`src/logic/sfia_pkg.sv`:
```
// Purpose: shared constants for the fabric indirect access port
// Assumes: 32-bit host register port, 16-bit fabric index
// Notes:   offsets are byte addresses
package sfia_pkg;
  // ----------------------------------------------------------------
  // register map
  // ----------------------------------------------------------------
  localparam logic [11:0] SFIA_DATA_OFS = 12'h01ac;
  localparam logic [11:0] SFIA_CMD_OFS  = 12'h01b0;
  // ----------------------------------------------------------------
  // command field positions
  // ----------------------------------------------------------------
  localparam int SFIA_PEND_BIT = 31;
  localparam int SFIA_DIR_BIT  = 30;
  localparam int SFIA_INC_BIT  = 29;
  localparam int SFIA_DEC_BIT  = 28;
  localparam int SFIA_BE_LO    = 16;
  localparam int SFIA_BE_HI    = 19;
  localparam int SFIA_IDX_HI   = 15;
  // ----------------------------------------------------------------
  // reset values and the index step
  // ----------------------------------------------------------------
  localparam logic [31:0] SFIA_DATA_RST = 32'h0000_0000;
  localparam logic [15:0] SFIA_IDX_RST  = 16'h0000;
  localparam logic [3:0]  SFIA_BE_RST   = 4'h0;
  localparam logic [15:0] SFIA_IDX_ONE  = 16'h0001;
endpackage

```
`src/logic/sfia_fabric_if.sv`:
```
// Purpose: request/acknowledge carrier toward the fabric register set
// Assumes: one clock domain
// Notes:   request held until ack
`timescale 1ns/10ps
`default_nettype none
interface sfia_fabric_if;
  logic        req;
  logic        rd;
  logic [15:0] index;
  logic [31:0] wdata;
  logic [3:0]  be;
  logic        ack;
  logic [31:0] rdata;
  modport master (output req, output rd, output index, output wdata, output be,
                  input ack, input rdata);
  modport slave  (input req, input rd, input index, input wdata, input be,
                  output ack, output rdata);
endinterface
`default_nettype wire

```
`src/logic/sfia_req_port.sv`:
```
// Purpose: holds one fabric request until acknowledged
// Assumes: ack is a one-cycle pulse from same-clock logic
// Notes:   done pulses in the cycle after ack with read data captured
`timescale 1ns/10ps
`default_nettype none
module sfia_req_port
  import sfia_pkg::*;
(
  // clock and reset
  input  wire logic        clk_in,
  input  wire logic        rst_n_in,
  // launch side
  input  wire logic        start_in,
  input  wire logic        rd_in,
  input  wire logic [15:0] index_in,
  input  wire logic [31:0] wdata_in,
  input  wire logic [3:0]  be_in,
  output logic             done_out,
  output logic [31:0]      rdata_out,
  // fabric side
  sfia_fabric_if.master    fab
);
  logic        req_reg;
  logic        rd_reg;
  logic [15:0] index_reg;
  logic [31:0] wdata_reg;
  logic [3:0]  be_reg;

  assign fab.req   = req_reg;
  assign fab.rd    = rd_reg;
  assign fab.index = index_reg;
  assign fab.wdata = wdata_reg;
  assign fab.be    = be_reg;

  always_ff @(posedge clk_in or negedge rst_n_in) begin
    if (!rst_n_in) begin
      req_reg <= 1'b0;
    end else if (start_in) begin
      req_reg <= 1'b1;
    end else if (fab.ack) begin
      req_reg <= 1'b0;
    end
  end

  // request fields frozen while outstanding
  always_ff @(posedge clk_in or negedge rst_n_in) begin
    if (!rst_n_in) begin
      rd_reg    <= 1'b0;
      index_reg <= SFIA_IDX_RST;
      wdata_reg <= SFIA_DATA_RST;
      be_reg    <= SFIA_BE_RST;
    end else if (start_in) begin
      rd_reg    <= rd_in;
      index_reg <= index_in;
      wdata_reg <= wdata_in;
      be_reg    <= be_in;
    end
  end

  always_ff @(posedge clk_in or negedge rst_n_in) begin
    if (!rst_n_in) begin
      done_out  <= 1'b0;
      rdata_out <= SFIA_DATA_RST;
    end else begin
      done_out <= req_reg && fab.ack;
      if (req_reg && fab.ack && rd_reg) begin
        rdata_out <= fab.rdata;
      end
    end
  end
endmodule
`default_nettype wire

```
`src/logic/sfia_top.sv`:
```
// Purpose: indirect access port from host registers to fabric registers
// Assumes: single clock; fabric acks each request with one-cycle pulse
// Notes:   host port never stalls; read data valid the cycle after read strobe
//
// Overview of operation
// writing 1 to command bit 31 starts one fabric access at the index, direction per bit 30.
// the pending bit stays set during the access, self-clears at the end, and resets to 0.
// read results land in the data register no later than the pending bit clearing.
// the host leaves command and data alone while the pending bit is set.
// bit 30 selects direction, 0 write and 1 read, resetting to 0.
// a data read returns fabric data when direction is read, else the host-written word.
// the data register is a 32-bit read/write word resetting to zero.
// the fabric index is command bits 15:0.
// with step-up set a data write launches an access and the index rises after it completes.
// with step-up set a data read raises the index and launches the next read.
// software clears stepping before the final data read of a sequence.
// step-up wins over step-down; step-up resets to 0.
// step-down at bit 28 works like step-up but lowers the index.
// byte enables at bits 19:16 gate written bytes, enable 3 for bits 31:24.
// the fabric request is held until acknowledged, then read data is caught and pending clears.
`timescale 1ns/10ps
`default_nettype none
module sfia_top
  import sfia_pkg::*;
#(
  // fabric geometry; the 32-bit command word pins both to these values
  parameter int INDEX_W = 16,
  parameter int LANES   = 4
)
(
  // clock and reset
  input  wire logic        clk_in,
  input  wire logic        rst_n_in,
  // host register port
  input  wire logic [11:0] reg_addr_in,
  input  wire logic [31:0] reg_wdata_in,
  input  wire logic        reg_wr_in,
  input  wire logic        reg_rd_in,
  output logic [31:0]      reg_rdata_out,
  // fabric register set
  output logic             fab_req_out,
  output logic             fab_rd_out,
  output logic [15:0]      fab_index_out,
  output logic [31:0]      fab_wdata_out,
  output logic [3:0]       fab_be_out,
  input  wire logic        fab_ack_in,
  input  wire logic [31:0] fab_rdata_in
);
  // ----------------------------------------------------------------
  // state
  // ----------------------------------------------------------------
  typedef enum logic [1:0] {SFIA_IDLE, SFIA_BUSY, SFIA_STEP} sfia_state_t;

  sfia_state_t state_reg;
  logic        pending_reg;
  logic        dir_reg;
  logic        up_reg;
  logic        down_reg;
  logic [3:0]  be_reg;
  logic [15:0] index_reg;
  logic [31:0] host_word_reg;
  logic [31:0] fab_word_reg;
  logic        auto_wr_reg;

  logic        start;
  logic [15:0] start_index;
  logic        done;
  logic [31:0] rdata;
  logic        wr_data;
  logic        wr_cmd;
  logic        rd_data;
  logic        rd_cmd;
  logic        stepping;
  logic [15:0] index_step;
  logic        start_rd;
  logic [3:0]  start_be;
  logic [31:0] start_wdata;
  logic [31:0] cmd_word;

  sfia_fabric_if fab ();

  // ----------------------------------------------------------------
  // elaboration checks
  // ----------------------------------------------------------------
  // the host sees one fixed command word, so the geometry cannot grow
  if (INDEX_W != SFIA_IDX_HI + 1) begin : g_bad_index
    $error("index width must match the command index field");
  end
  if (LANES != SFIA_BE_HI - SFIA_BE_LO + 1) begin : g_bad_lanes
    $error("lane count must match the byte lane field");
  end
  if (SFIA_BE_LO <= SFIA_IDX_HI) begin : g_bad_lane_pos
    $error("byte lane field overlaps the index field");
  end
  if (SFIA_DEC_BIT <= SFIA_BE_HI) begin : g_bad_mode_pos
    $error("mode bits overlap the byte lane field");
  end

  // ----------------------------------------------------------------
  // host decode
  // ----------------------------------------------------------------
  // only exact word addresses hit; anything else reads zero and is ignored
  assign wr_data  = reg_wr_in && (reg_addr_in == SFIA_DATA_OFS);
  assign wr_cmd   = reg_wr_in && (reg_addr_in == SFIA_CMD_OFS);
  assign rd_data  = reg_rd_in && (reg_addr_in == SFIA_DATA_OFS);
  assign rd_cmd   = reg_rd_in && (reg_addr_in == SFIA_CMD_OFS);
  assign stepping = up_reg || down_reg;

  // ----------------------------------------------------------------
  // index stepping
  // ----------------------------------------------------------------
  // step-up has precedence; the index wraps at both ends of its range
  always_comb begin
    if (up_reg) begin
      index_step = index_reg + SFIA_IDX_ONE;
    end else begin
      index_step = index_reg - SFIA_IDX_ONE;
    end
  end

  // ----------------------------------------------------------------
  // launch decision
  // ----------------------------------------------------------------
  // idle-only launches: a strobe while pending is ignored, host must wait
  always_comb begin
    start       = 1'b0;
    start_index = index_reg;
    if (state_reg == SFIA_IDLE) begin
      if (wr_cmd && reg_wdata_in[SFIA_PEND_BIT]) begin
        start       = 1'b1;
        start_index = reg_wdata_in[SFIA_IDX_HI:0];
      end else if (wr_data && stepping) begin
        start = 1'b1;
      end else if (rd_data && stepping) begin
        start       = 1'b1;
        start_index = index_step;
      end
    end
  end

  // request fields: a command write brings its own direction and lanes,
  // a data write always goes out as a fabric write of the fresh word,
  // and a stepping data read reuses what the command register holds
  always_comb begin
    start_rd    = dir_reg;
    start_be    = be_reg;
    start_wdata = host_word_reg;
    if (wr_cmd) begin
      start_rd = reg_wdata_in[SFIA_DIR_BIT];
      start_be = reg_wdata_in[SFIA_BE_HI:SFIA_BE_LO];
    end else if (wr_data) begin
      start_rd    = 1'b0;
      start_wdata = reg_wdata_in;
    end
  end

  sfia_req_port u_req (
    .clk_in    (clk_in),
    .rst_n_in  (rst_n_in),
    .start_in  (start),
    .rd_in     (start_rd),
    .index_in  (start_index),
    .wdata_in  (start_wdata),
    .be_in     (start_be),
    .done_out  (done),
    .rdata_out (rdata),
    .fab       (fab)
  );

  assign fab.ack   = fab_ack_in;
  assign fab.rdata = fab_rdata_in;

  // ----------------------------------------------------------------
  // sequencer
  // ----------------------------------------------------------------
  // pending mirrors the state: set on launch, cleared on the idle return
  always_ff @(posedge clk_in or negedge rst_n_in) begin
    if (!rst_n_in) begin
      state_reg   <= SFIA_IDLE;
      pending_reg <= 1'b0;
      auto_wr_reg <= 1'b0;
    end else begin
      case (state_reg)
        SFIA_IDLE: begin
          if (start) begin
            state_reg   <= SFIA_BUSY;
            pending_reg <= 1'b1;
            auto_wr_reg <= wr_data;
          end
        end
        SFIA_BUSY: begin
          if (done) begin
            // read data is latched by now, so pending clears in step
            if (auto_wr_reg) begin
              state_reg <= SFIA_STEP;
            end else begin
              state_reg   <= SFIA_IDLE;
              pending_reg <= 1'b0;
            end
          end
        end
        SFIA_STEP: begin
          // one extra cycle after an automatic write: the index steps on the
          // same edge pending clears, so a poll never sees a stale index
          state_reg   <= SFIA_IDLE;
          pending_reg <= 1'b0;
          auto_wr_reg <= 1'b0;
        end
        default: begin
          state_reg   <= SFIA_IDLE;
          pending_reg <= 1'b0;
        end
      endcase
    end
  end

  // ----------------------------------------------------------------
  // command register fields
  // ----------------------------------------------------------------
  // fields only move while idle so an access in flight keeps its setup
  always_ff @(posedge clk_in or negedge rst_n_in) begin
    if (!rst_n_in) begin
      dir_reg  <= 1'b0;
      up_reg   <= 1'b0;
      down_reg <= 1'b0;
      be_reg   <= SFIA_BE_RST;
    end else if (wr_cmd && state_reg == SFIA_IDLE) begin
      dir_reg  <= reg_wdata_in[SFIA_DIR_BIT];
      up_reg   <= reg_wdata_in[SFIA_INC_BIT];
      down_reg <= reg_wdata_in[SFIA_DEC_BIT];
      be_reg   <= reg_wdata_in[SFIA_BE_HI:SFIA_BE_LO];
    end
  end

  // a stepping data read moves the index at the launch edge, so the read
  // it starts already targets the next register
  always_ff @(posedge clk_in or negedge rst_n_in) begin
    if (!rst_n_in) begin
      index_reg <= SFIA_IDX_RST;
    end else if (state_reg == SFIA_STEP) begin
      index_reg <= index_step;
    end else if (state_reg == SFIA_IDLE) begin
      if (wr_cmd) begin
        index_reg <= reg_wdata_in[SFIA_IDX_HI:0];
      end else if (rd_data && stepping) begin
        index_reg <= index_step;
      end
    end
  end

  // ----------------------------------------------------------------
  // data holding words
  // ----------------------------------------------------------------
  always_ff @(posedge clk_in or negedge rst_n_in) begin
    if (!rst_n_in) begin
      host_word_reg <= SFIA_DATA_RST;
    end else if (wr_data && state_reg == SFIA_IDLE) begin
      host_word_reg <= reg_wdata_in;
    end
  end

  // only a fabric read refreshes this word, so a write leaves the last
  // result readable once the direction is switched back to read
  always_ff @(posedge clk_in or negedge rst_n_in) begin
    if (!rst_n_in) begin
      fab_word_reg <= SFIA_DATA_RST;
    end else if (done && fab_rd_out) begin
      fab_word_reg <= rdata;
    end
  end

  // ----------------------------------------------------------------
  // read back
  // ----------------------------------------------------------------
  // reserved bits 27:20 stay zero
  always_comb begin
    cmd_word                        = SFIA_DATA_RST;
    cmd_word[SFIA_PEND_BIT]         = pending_reg;
    cmd_word[SFIA_DIR_BIT]          = dir_reg;
    cmd_word[SFIA_INC_BIT]          = up_reg;
    cmd_word[SFIA_DEC_BIT]          = down_reg;
    cmd_word[SFIA_BE_HI:SFIA_BE_LO] = be_reg;
    cmd_word[SFIA_IDX_HI:0]         = index_reg;
  end

  // the word stands for one cycle only, then the port returns to zero
  always_ff @(posedge clk_in or negedge rst_n_in) begin
    if (!rst_n_in) begin
      reg_rdata_out <= SFIA_DATA_RST;
    end else if (rd_data) begin
      reg_rdata_out <= dir_reg ? fab_word_reg : host_word_reg;
    end else if (rd_cmd) begin
      reg_rdata_out <= cmd_word;
    end else begin
      reg_rdata_out <= SFIA_DATA_RST;
    end
  end

  // fabric outputs straight from the request port flops
  assign fab_req_out   = fab.req;
  assign fab_rd_out    = fab.rd;
  assign fab_index_out = fab.index;
  assign fab_wdata_out = fab.wdata;
  assign fab_be_out    = fab.be;
endmodule
`default_nettype wire

```
`config.mk`:
```
export PLATFORM = sky130hd
export DESIGN_NAME = sfia_top
export DESIGN_NICKNAME = d
export VERILOG_FILES = /design/src/logic/sfia_pkg.sv /design/src/logic/sfia_fabric_if.sv /design/src/logic/sfia_req_port.sv /design/src/logic/sfia_top.sv
export SDC_FILE = /design/constraint.sdc
export NUM_CORES = 1
export LEC_CHECK = 0
export ABC_CLOCK_PERIOD_IN_PS = 4450
export CAP_MARGIN = 20
export CORE_MARGIN = 3
export CORE_UTILIZATION = 69
export CTS_BUF_LIST = sky130_fd_sc_hd__clkbuf_8 sky130_fd_sc_hd__clkbuf_16
export CTS_CLUSTER_SIZE = 12
export DETAILED_ROUTE_END_ITERATION = 10
export DONT_BUFFER_PORTS = 1
export PLACE_DENSITY = 0.93
export SLEW_MARGIN = 30
export SYNTH_ARGS = -nofsm -noshare
export SYNTH_HDL_FRONTEND = slang
export SYNTH_HIERARCHICAL = 1
export SYNTH_SLANG_ARGS = --single-unit
```
`constraint.sdc`:
```
create_clock -name clk_in -period 4.45 [get_ports clk_in]
set_clock_uncertainty 0.2 [all_clocks]
set_input_delay 0.6675 -clock clk_in [delete_from_list [all_inputs] [get_ports clk_in]]
set_output_delay 0.6675 -clock clk_in [all_outputs]
set_load 0.02 [all_outputs]
```
Word-level counts from Yosys, hierarchy flattened:

Cells that the tools add are included.

* bits in registers: 210
* input bits: 81
* output and inout port bits: 86
* word-level logic and storage cells: 78

* add/sub/neg operators: 2
* equality and inequality tests: 7
* mux-type cells: 32
* reductions and logical operators: 19

Operator list (count)
* 32-bit two-way mux: 5
* 16-bit two-way mux: 8
* 12-bit by 9-bit equality test with 1-bit output, second input constant: 2
* 16-bit by 1-bit adder with 16-bit output, second input constant: 1
* 16-bit by 1-bit subtractor with 16-bit output, second input constant: 1
* 1-bit logical AND: 12
* 1-bit two-way mux: 12
* 2-bit two-way mux: 3
* 4-bit two-way mux: 1
* 2-bit != test, second input constant: 2
* 1-bit one-hot mux with 2 select lines: 2
* 2-bit one-hot mux with 2 select lines: 1
* 2-bit AND reduction: 2
* 2-bit nonzero test: 2
* 3-bit AND reduction: 1
* 2-bit by 1-bit equality test with 1-bit output, second input constant: 1
* 2-bit equality test, second input constant: 1
* 2-bit logical NOT: 1
* 2-bit by 1-bit != test with 1-bit output, second input constant: 1
* 1-bit logical OR: 1

Depth between registers and ports, before layout:

* word-level depth: 9
* mapped depth: 10
* mapped depth without buffers: 9

Cells and area by module:

Netlist, hierarchy kept.

By module, submodules not included
* sfia_top: instances 1, cells each 630, area each 6767.7 um2, sequential area each 3078.0 um2
* sfia_req_port: instances 1, cells each 185, area each 3340.7 um2, sequential area each 2177.1 um2

Worst setup path before layout:

No wires, ideal clock.

* kind: input-to-reg
* start: in reg_addr_in[11]
* end: reg u_req.index_reg[0], in the netlist u_req/fab.index[0]
* setup time: 125 ps
* arrival time: 2784 ps
* required time: 4125 ps
* setup slack: 1341 ps
* stages: 8
* path buffers: 2
* cells stage by stage: or4_4 > nor3_4 > o21ai_0 > o21ai_0 > and2_1 > buf_2 > buf_2 > mux2_2

* word-level cells in the longest chain between the ends: 7
* elaborated cells on any way between the ends: 16
* classes of those cells: eq/ne (2); mux (8); reduce/logical (6)

Ends and longest elaborated chain
* from (decl): RTL line sfia_top.sv:35 `input wire logic [11:0] reg_addr_in,`
* 12-bit by 9-bit equality test with 1-bit output: RTL line sfia_top.sv:103, sfia_top.sv:105
* 1-bit logical AND: RTL line sfia_top.sv:105 `assign rd_data = reg_rd_in && (reg_addr_in == SFIA_DATA_OFS);`
* 1-bit logical AND: RTL line sfia_top.sv:134 `end else if (rd_data && stepping) begin`
* 1-bit two-way mux: RTL line sfia_top.sv:134
* 1-bit two-way mux: RTL line sfia_top.sv:132 `end else if (wr_data && stepping) begin`
* 1-bit two-way mux *: RTL line sfia_top.sv:129 `if (wr_cmd && reg_wdata_in[SFIA_PEND_BIT]) begin`
* 1-bit two-way mux *: RTL line sfia_top.sv:128 `if (state_reg == SFIA_IDLE) begin`
* named net start: RTL line sfia_top.sv:65 `logic start;`
* to (signal assigned): RTL line sfia_req_port.sv:54 `index_reg <= index_in;`
* to (decl): RTL line sfia_req_port.sv:25 `logic [15:0] index_reg;`

The timed path passes the listed nets; every way through them passes the cells marked *.
A chain may end at the register's enable or synchronous reset.

Final worst setup path:

* start: reg up_reg
* end: reg u_req.index_reg[15], in the netlist u_req/fab.index[15]

* word-level cells in the longest chain between the ends: 6
* elaborated cells on any way between the ends: 12
* classes of those cells: mux (9); reduce/logical (3)

Ends and longest elaborated chain
* from (decl): RTL line sfia_top.sv:57 `logic up_reg;`
* from (signal assigned): RTL line sfia_top.sv:229 `up_reg <= reg_wdata_in[SFIA_INC_BIT];`
* 1-bit logical OR: RTL line sfia_top.sv:107 `assign stepping = up_reg || down_reg;`
* 1-bit logical AND: RTL line sfia_top.sv:134
* 16-bit two-way mux: RTL line sfia_top.sv:134
* 16-bit two-way mux *: RTL line sfia_top.sv:132
* 16-bit two-way mux *: RTL line sfia_top.sv:129
* 16-bit two-way mux *: RTL line sfia_top.sv:128
* named net start_index[15]: RTL line sfia_top.sv:66 `logic [15:0] start_index;`

Marks and branches as above.

==> out/qor.txt <==
Largest net degree at the start of global routing = 211
# rows = 43
Num CTS Buffers = 22
Vias in the first global route = 7401
M3 GR Usage = 0.0870
Compound-Gate Fraction of Synth Area = 0.0985
DIE AREA = 16100 um2
First-pass GRT wire length = 41.8 mm
Startpoint Class = flip-flop
Tcrit/Tclk final = 0.778
H-tree depth = 1
Layout cells sized above 1 = 0.292
Max IR drop VDD = 0.000371 V
Drt total wl = 26.2 mm
Async SR Flop Fraction = 1.00
Syn Area/Cell = 12.4 um2
FF+latch count, synth = 210
Worst-path fanout max = 15
DRT iter0 DRCs = 571
Initial antenna violation count = 2
Commonest cells after routing, fill and taps aside = 209 x dfrtp_1, 157 x mux2_2, 60 x o21ai_0
Fraction of the mapped netlist area in simple logic gates = 0.0781
First-pass DRT Iterations = 5
Tightest Hold Check Type = in -> async
Commonest non-fill, non-tap cell in the layout = dfrtp_1
Relative slew slack = 0.446
TritonCTS Sinks = 210
Fin. max-slew vios = 0
GP Congestion = 0.966
Post-Syn Nets = 911
Unique cell type count in the Yosys netlist = 68
Worst EP arrival = 3.64 ns
Total gr overflow = 0
Ant diodes = 0
Dpl hpwl = 18.2 mm
Synth Warn # = 6
Initial cell density of the core = 0.717
Violated checks = hold timing
Gr busiest metal = met2
Fin nets = 909
Mux share of post-synthesis cell area = 0.252
Detail Route Antenna Nets = 0
Total of max-cap violations = 0
P_leak = 5.30 nW
Core box area = 14100 um2
Mapped cell area = 10100 um2
Status = finished, violations left
Vias = 6852
Xor/xnor share of the synthesized area = 0.0113
Via density = 6.84
IO Count = 167
Clock Latency Late Sink = 0.49 ns
Total Neg Setup Slack = 0 ns
Kind of critical path = reg -> reg
Worst slew pin tran = 0.822 ns
Syn Inst Count = 815
DRC = 0
Die W = 127 um
Met1 usage = 0.405
Clk root buf = clkbuf_16
Hold WS = -0.317 ns
Unrepaired setup endpoints after global routing = no
PortBufs = 0
Seq/Total Area, Yosys = 0.520
M2 GR Usage = 0.576
Post-synth EDFFs = 0
Drt wl/cell = 26.1 um
GRT Util Overall = 0.332
Required @ worst endpoint = 4.63 ns
Die Ht = 127 um
Most used DFF post-synth = dfrtp_1
Final worst path period need = 3.46 ns
Worst Setup End Kind = flip-flop
Adder-Cell Fraction of Synth Area = 0.0193
PwrDens = 335 nW/um2
Final-report setup violation count = 0
Final Hold Viols = 210
CTS tree = yes
Layout area overhead = 7.58%
Clock Pin Slew Worst Setup and Hold Paths = 0.06 ns
Max Clock Freq = 289 MHz
Largest family of logic cells by synthesized area = multiplexers
Clock Tree Buf Depth = 3
## worst max-delay path, stage by stage (launching register included)
cell	delay, ns
dfrtp_1	0.46
inv_1	0.31
ha_1	0.54
nand4_1	0.18
or3_1	0.37
a211oi_1	0.46
o21ai_0	0.29
a21oi_1	0.18
o211ai_1	0.10
mux2_2	0.26
## worst paths after layout
check,cells after the start,end,slack [ns],from
worst max-delay path,9,u_req/fab.index[15],0.99,up_reg
worst min-delay path,0,u_req/fab.index[9],-0.32,rst_n_in
worst max register to register,9,u_req/fab.index[15],0.99,up_reg
worst min register to register,1,fab_word_reg[30],0.30,fab_word_reg[30]
max in group asynchronous,0,dir_reg,4.03,rst_n_in
min in group clk_in,1,u_req/done_out,0.12,fab_ack_in
## cell type report
class / count / area (um2)
inverters: 11 / 41.3
clock inverters: 8 / 36.3
fillers: 797 / 3220
clock buffers: 25 / 603
well taps: 180 / 225
multi-input cells: 560 / 4650
repair buffers: 8 / 60.1
flip-flops and latches: 210 / 5260
## synth_stat cells (2+ instances only)
| cell | n | area share |
|---|---|---|
| a211oi_1 | 3 | 0.0022 |
| a21o_1 | 7 | 0.0052 |
| a21oi_1 | 25 | 0.012 |
| a221o_1 | 3 | 0.0030 |
| a22o_1 | 6 | 0.0052 |
| a22oi_1 | 14 | 0.010 |
| a31oi_1 | 2 | 0.0012 |
| and2_1 | 6 | 0.0037 |
| buf_1 | 5 | 0.0019 |
| buf_2 | 12 | 0.0059 |
| buf_6 | 3 | 0.0033 |
| clkbuf_1 | 13 | 0.0048 |
| dfrtp_1 | 210 | 0.52 |
| ha_1 | 14 | 0.017 |
| inv_1 | 11 | 0.0041 |
| mux2_2 | 157 | 0.17 |
| mux2_4 | 30 | 0.045 |
| mux2i_1 | 33 | 0.033 |
| nand2_1 | 58 | 0.022 |
| nand3_1 | 6 | 0.0030 |
| nand3_2 | 2 | 0.0020 |
| nand4_1 | 4 | 0.0025 |
| nand4b_1 | 2 | 0.0017 |
| nor2_1 | 40 | 0.015 |
| nor2b_1 | 4 | 0.0025 |
| nor3_1 | 10 | 0.0050 |
| nor3_4 | 2 | 0.0032 |
| nor4_1 | 2 | 0.0012 |
| o211ai_1 | 3 | 0.0022 |
| o21a_1 | 4 | 0.0030 |
| o21ai_0 | 60 | 0.030 |
| o221ai_1 | 3 | 0.0026 |
| o22ai_1 | 9 | 0.0056 |
| o31a_1 | 2 | 0.0017 |
| o32ai_1 | 2 | 0.0017 |
| or3_1 | 5 | 0.0031 |
| xnor2_1 | 5 | 0.0043 |
| xor2_1 | 8 | 0.0069 |
## stage by stage
stage / setup slack, ns / utilization / power [mW] / std cells / area [um2]
after detailed placement: 0.816 / 0.726 / 2.03 / 969 / 10200
after CTS: 1.06 / 0.771 / 3.67 / 1002 / 10900
after floorplan: 1.34 / - / 2.01 / 815 / 10100
final: 0.986 / 0.771 / 3.65 / 1002 / 10900
after global routing: 0.781 / 0.771 / 3.74 / 1002 / 10900
after global placement: 0.911 / 0.726 / 2.03 / 969 / 10200
## repair_timing
action | CTS | global route
endpoints found under the hold margin | 210 | 210
gates resized for setup | 0 | 0
setup buffers | 0 | 0
## cells by family after synthesis
logic type                 after synthesis
AOI/OAI and AO/OA                      156
xor gates and xnor gates                13
adders and majority gates               15
buffers and inverters                   45
DFF                                    210
muxes                                  220
and+or+nand+nor                        156
## power by group
group | total [mW] | internal [mW] | switching (mW)
clock | 1.65 | 0.954 | 0.698
combinational | 0.0651 | 0.0271 | 0.0380
sequential | 1.93 | 1.92 | 0.0141
total | 3.65 | 2.90 | 0.750
## metal layers
layer | share of wire | vias to the layer above | wire, um
li1 | - | 2973 | -
met4 | 0.032 | 4 | 827
met2 | 0.52 | 313 | 13500
met5 | 0.0011 | - | 30
met3 | 0.086 | 77 | 2260
met1 | 0.36 | 3485 | 9540
Note: power is estimated with default switching activity, not from simulation.
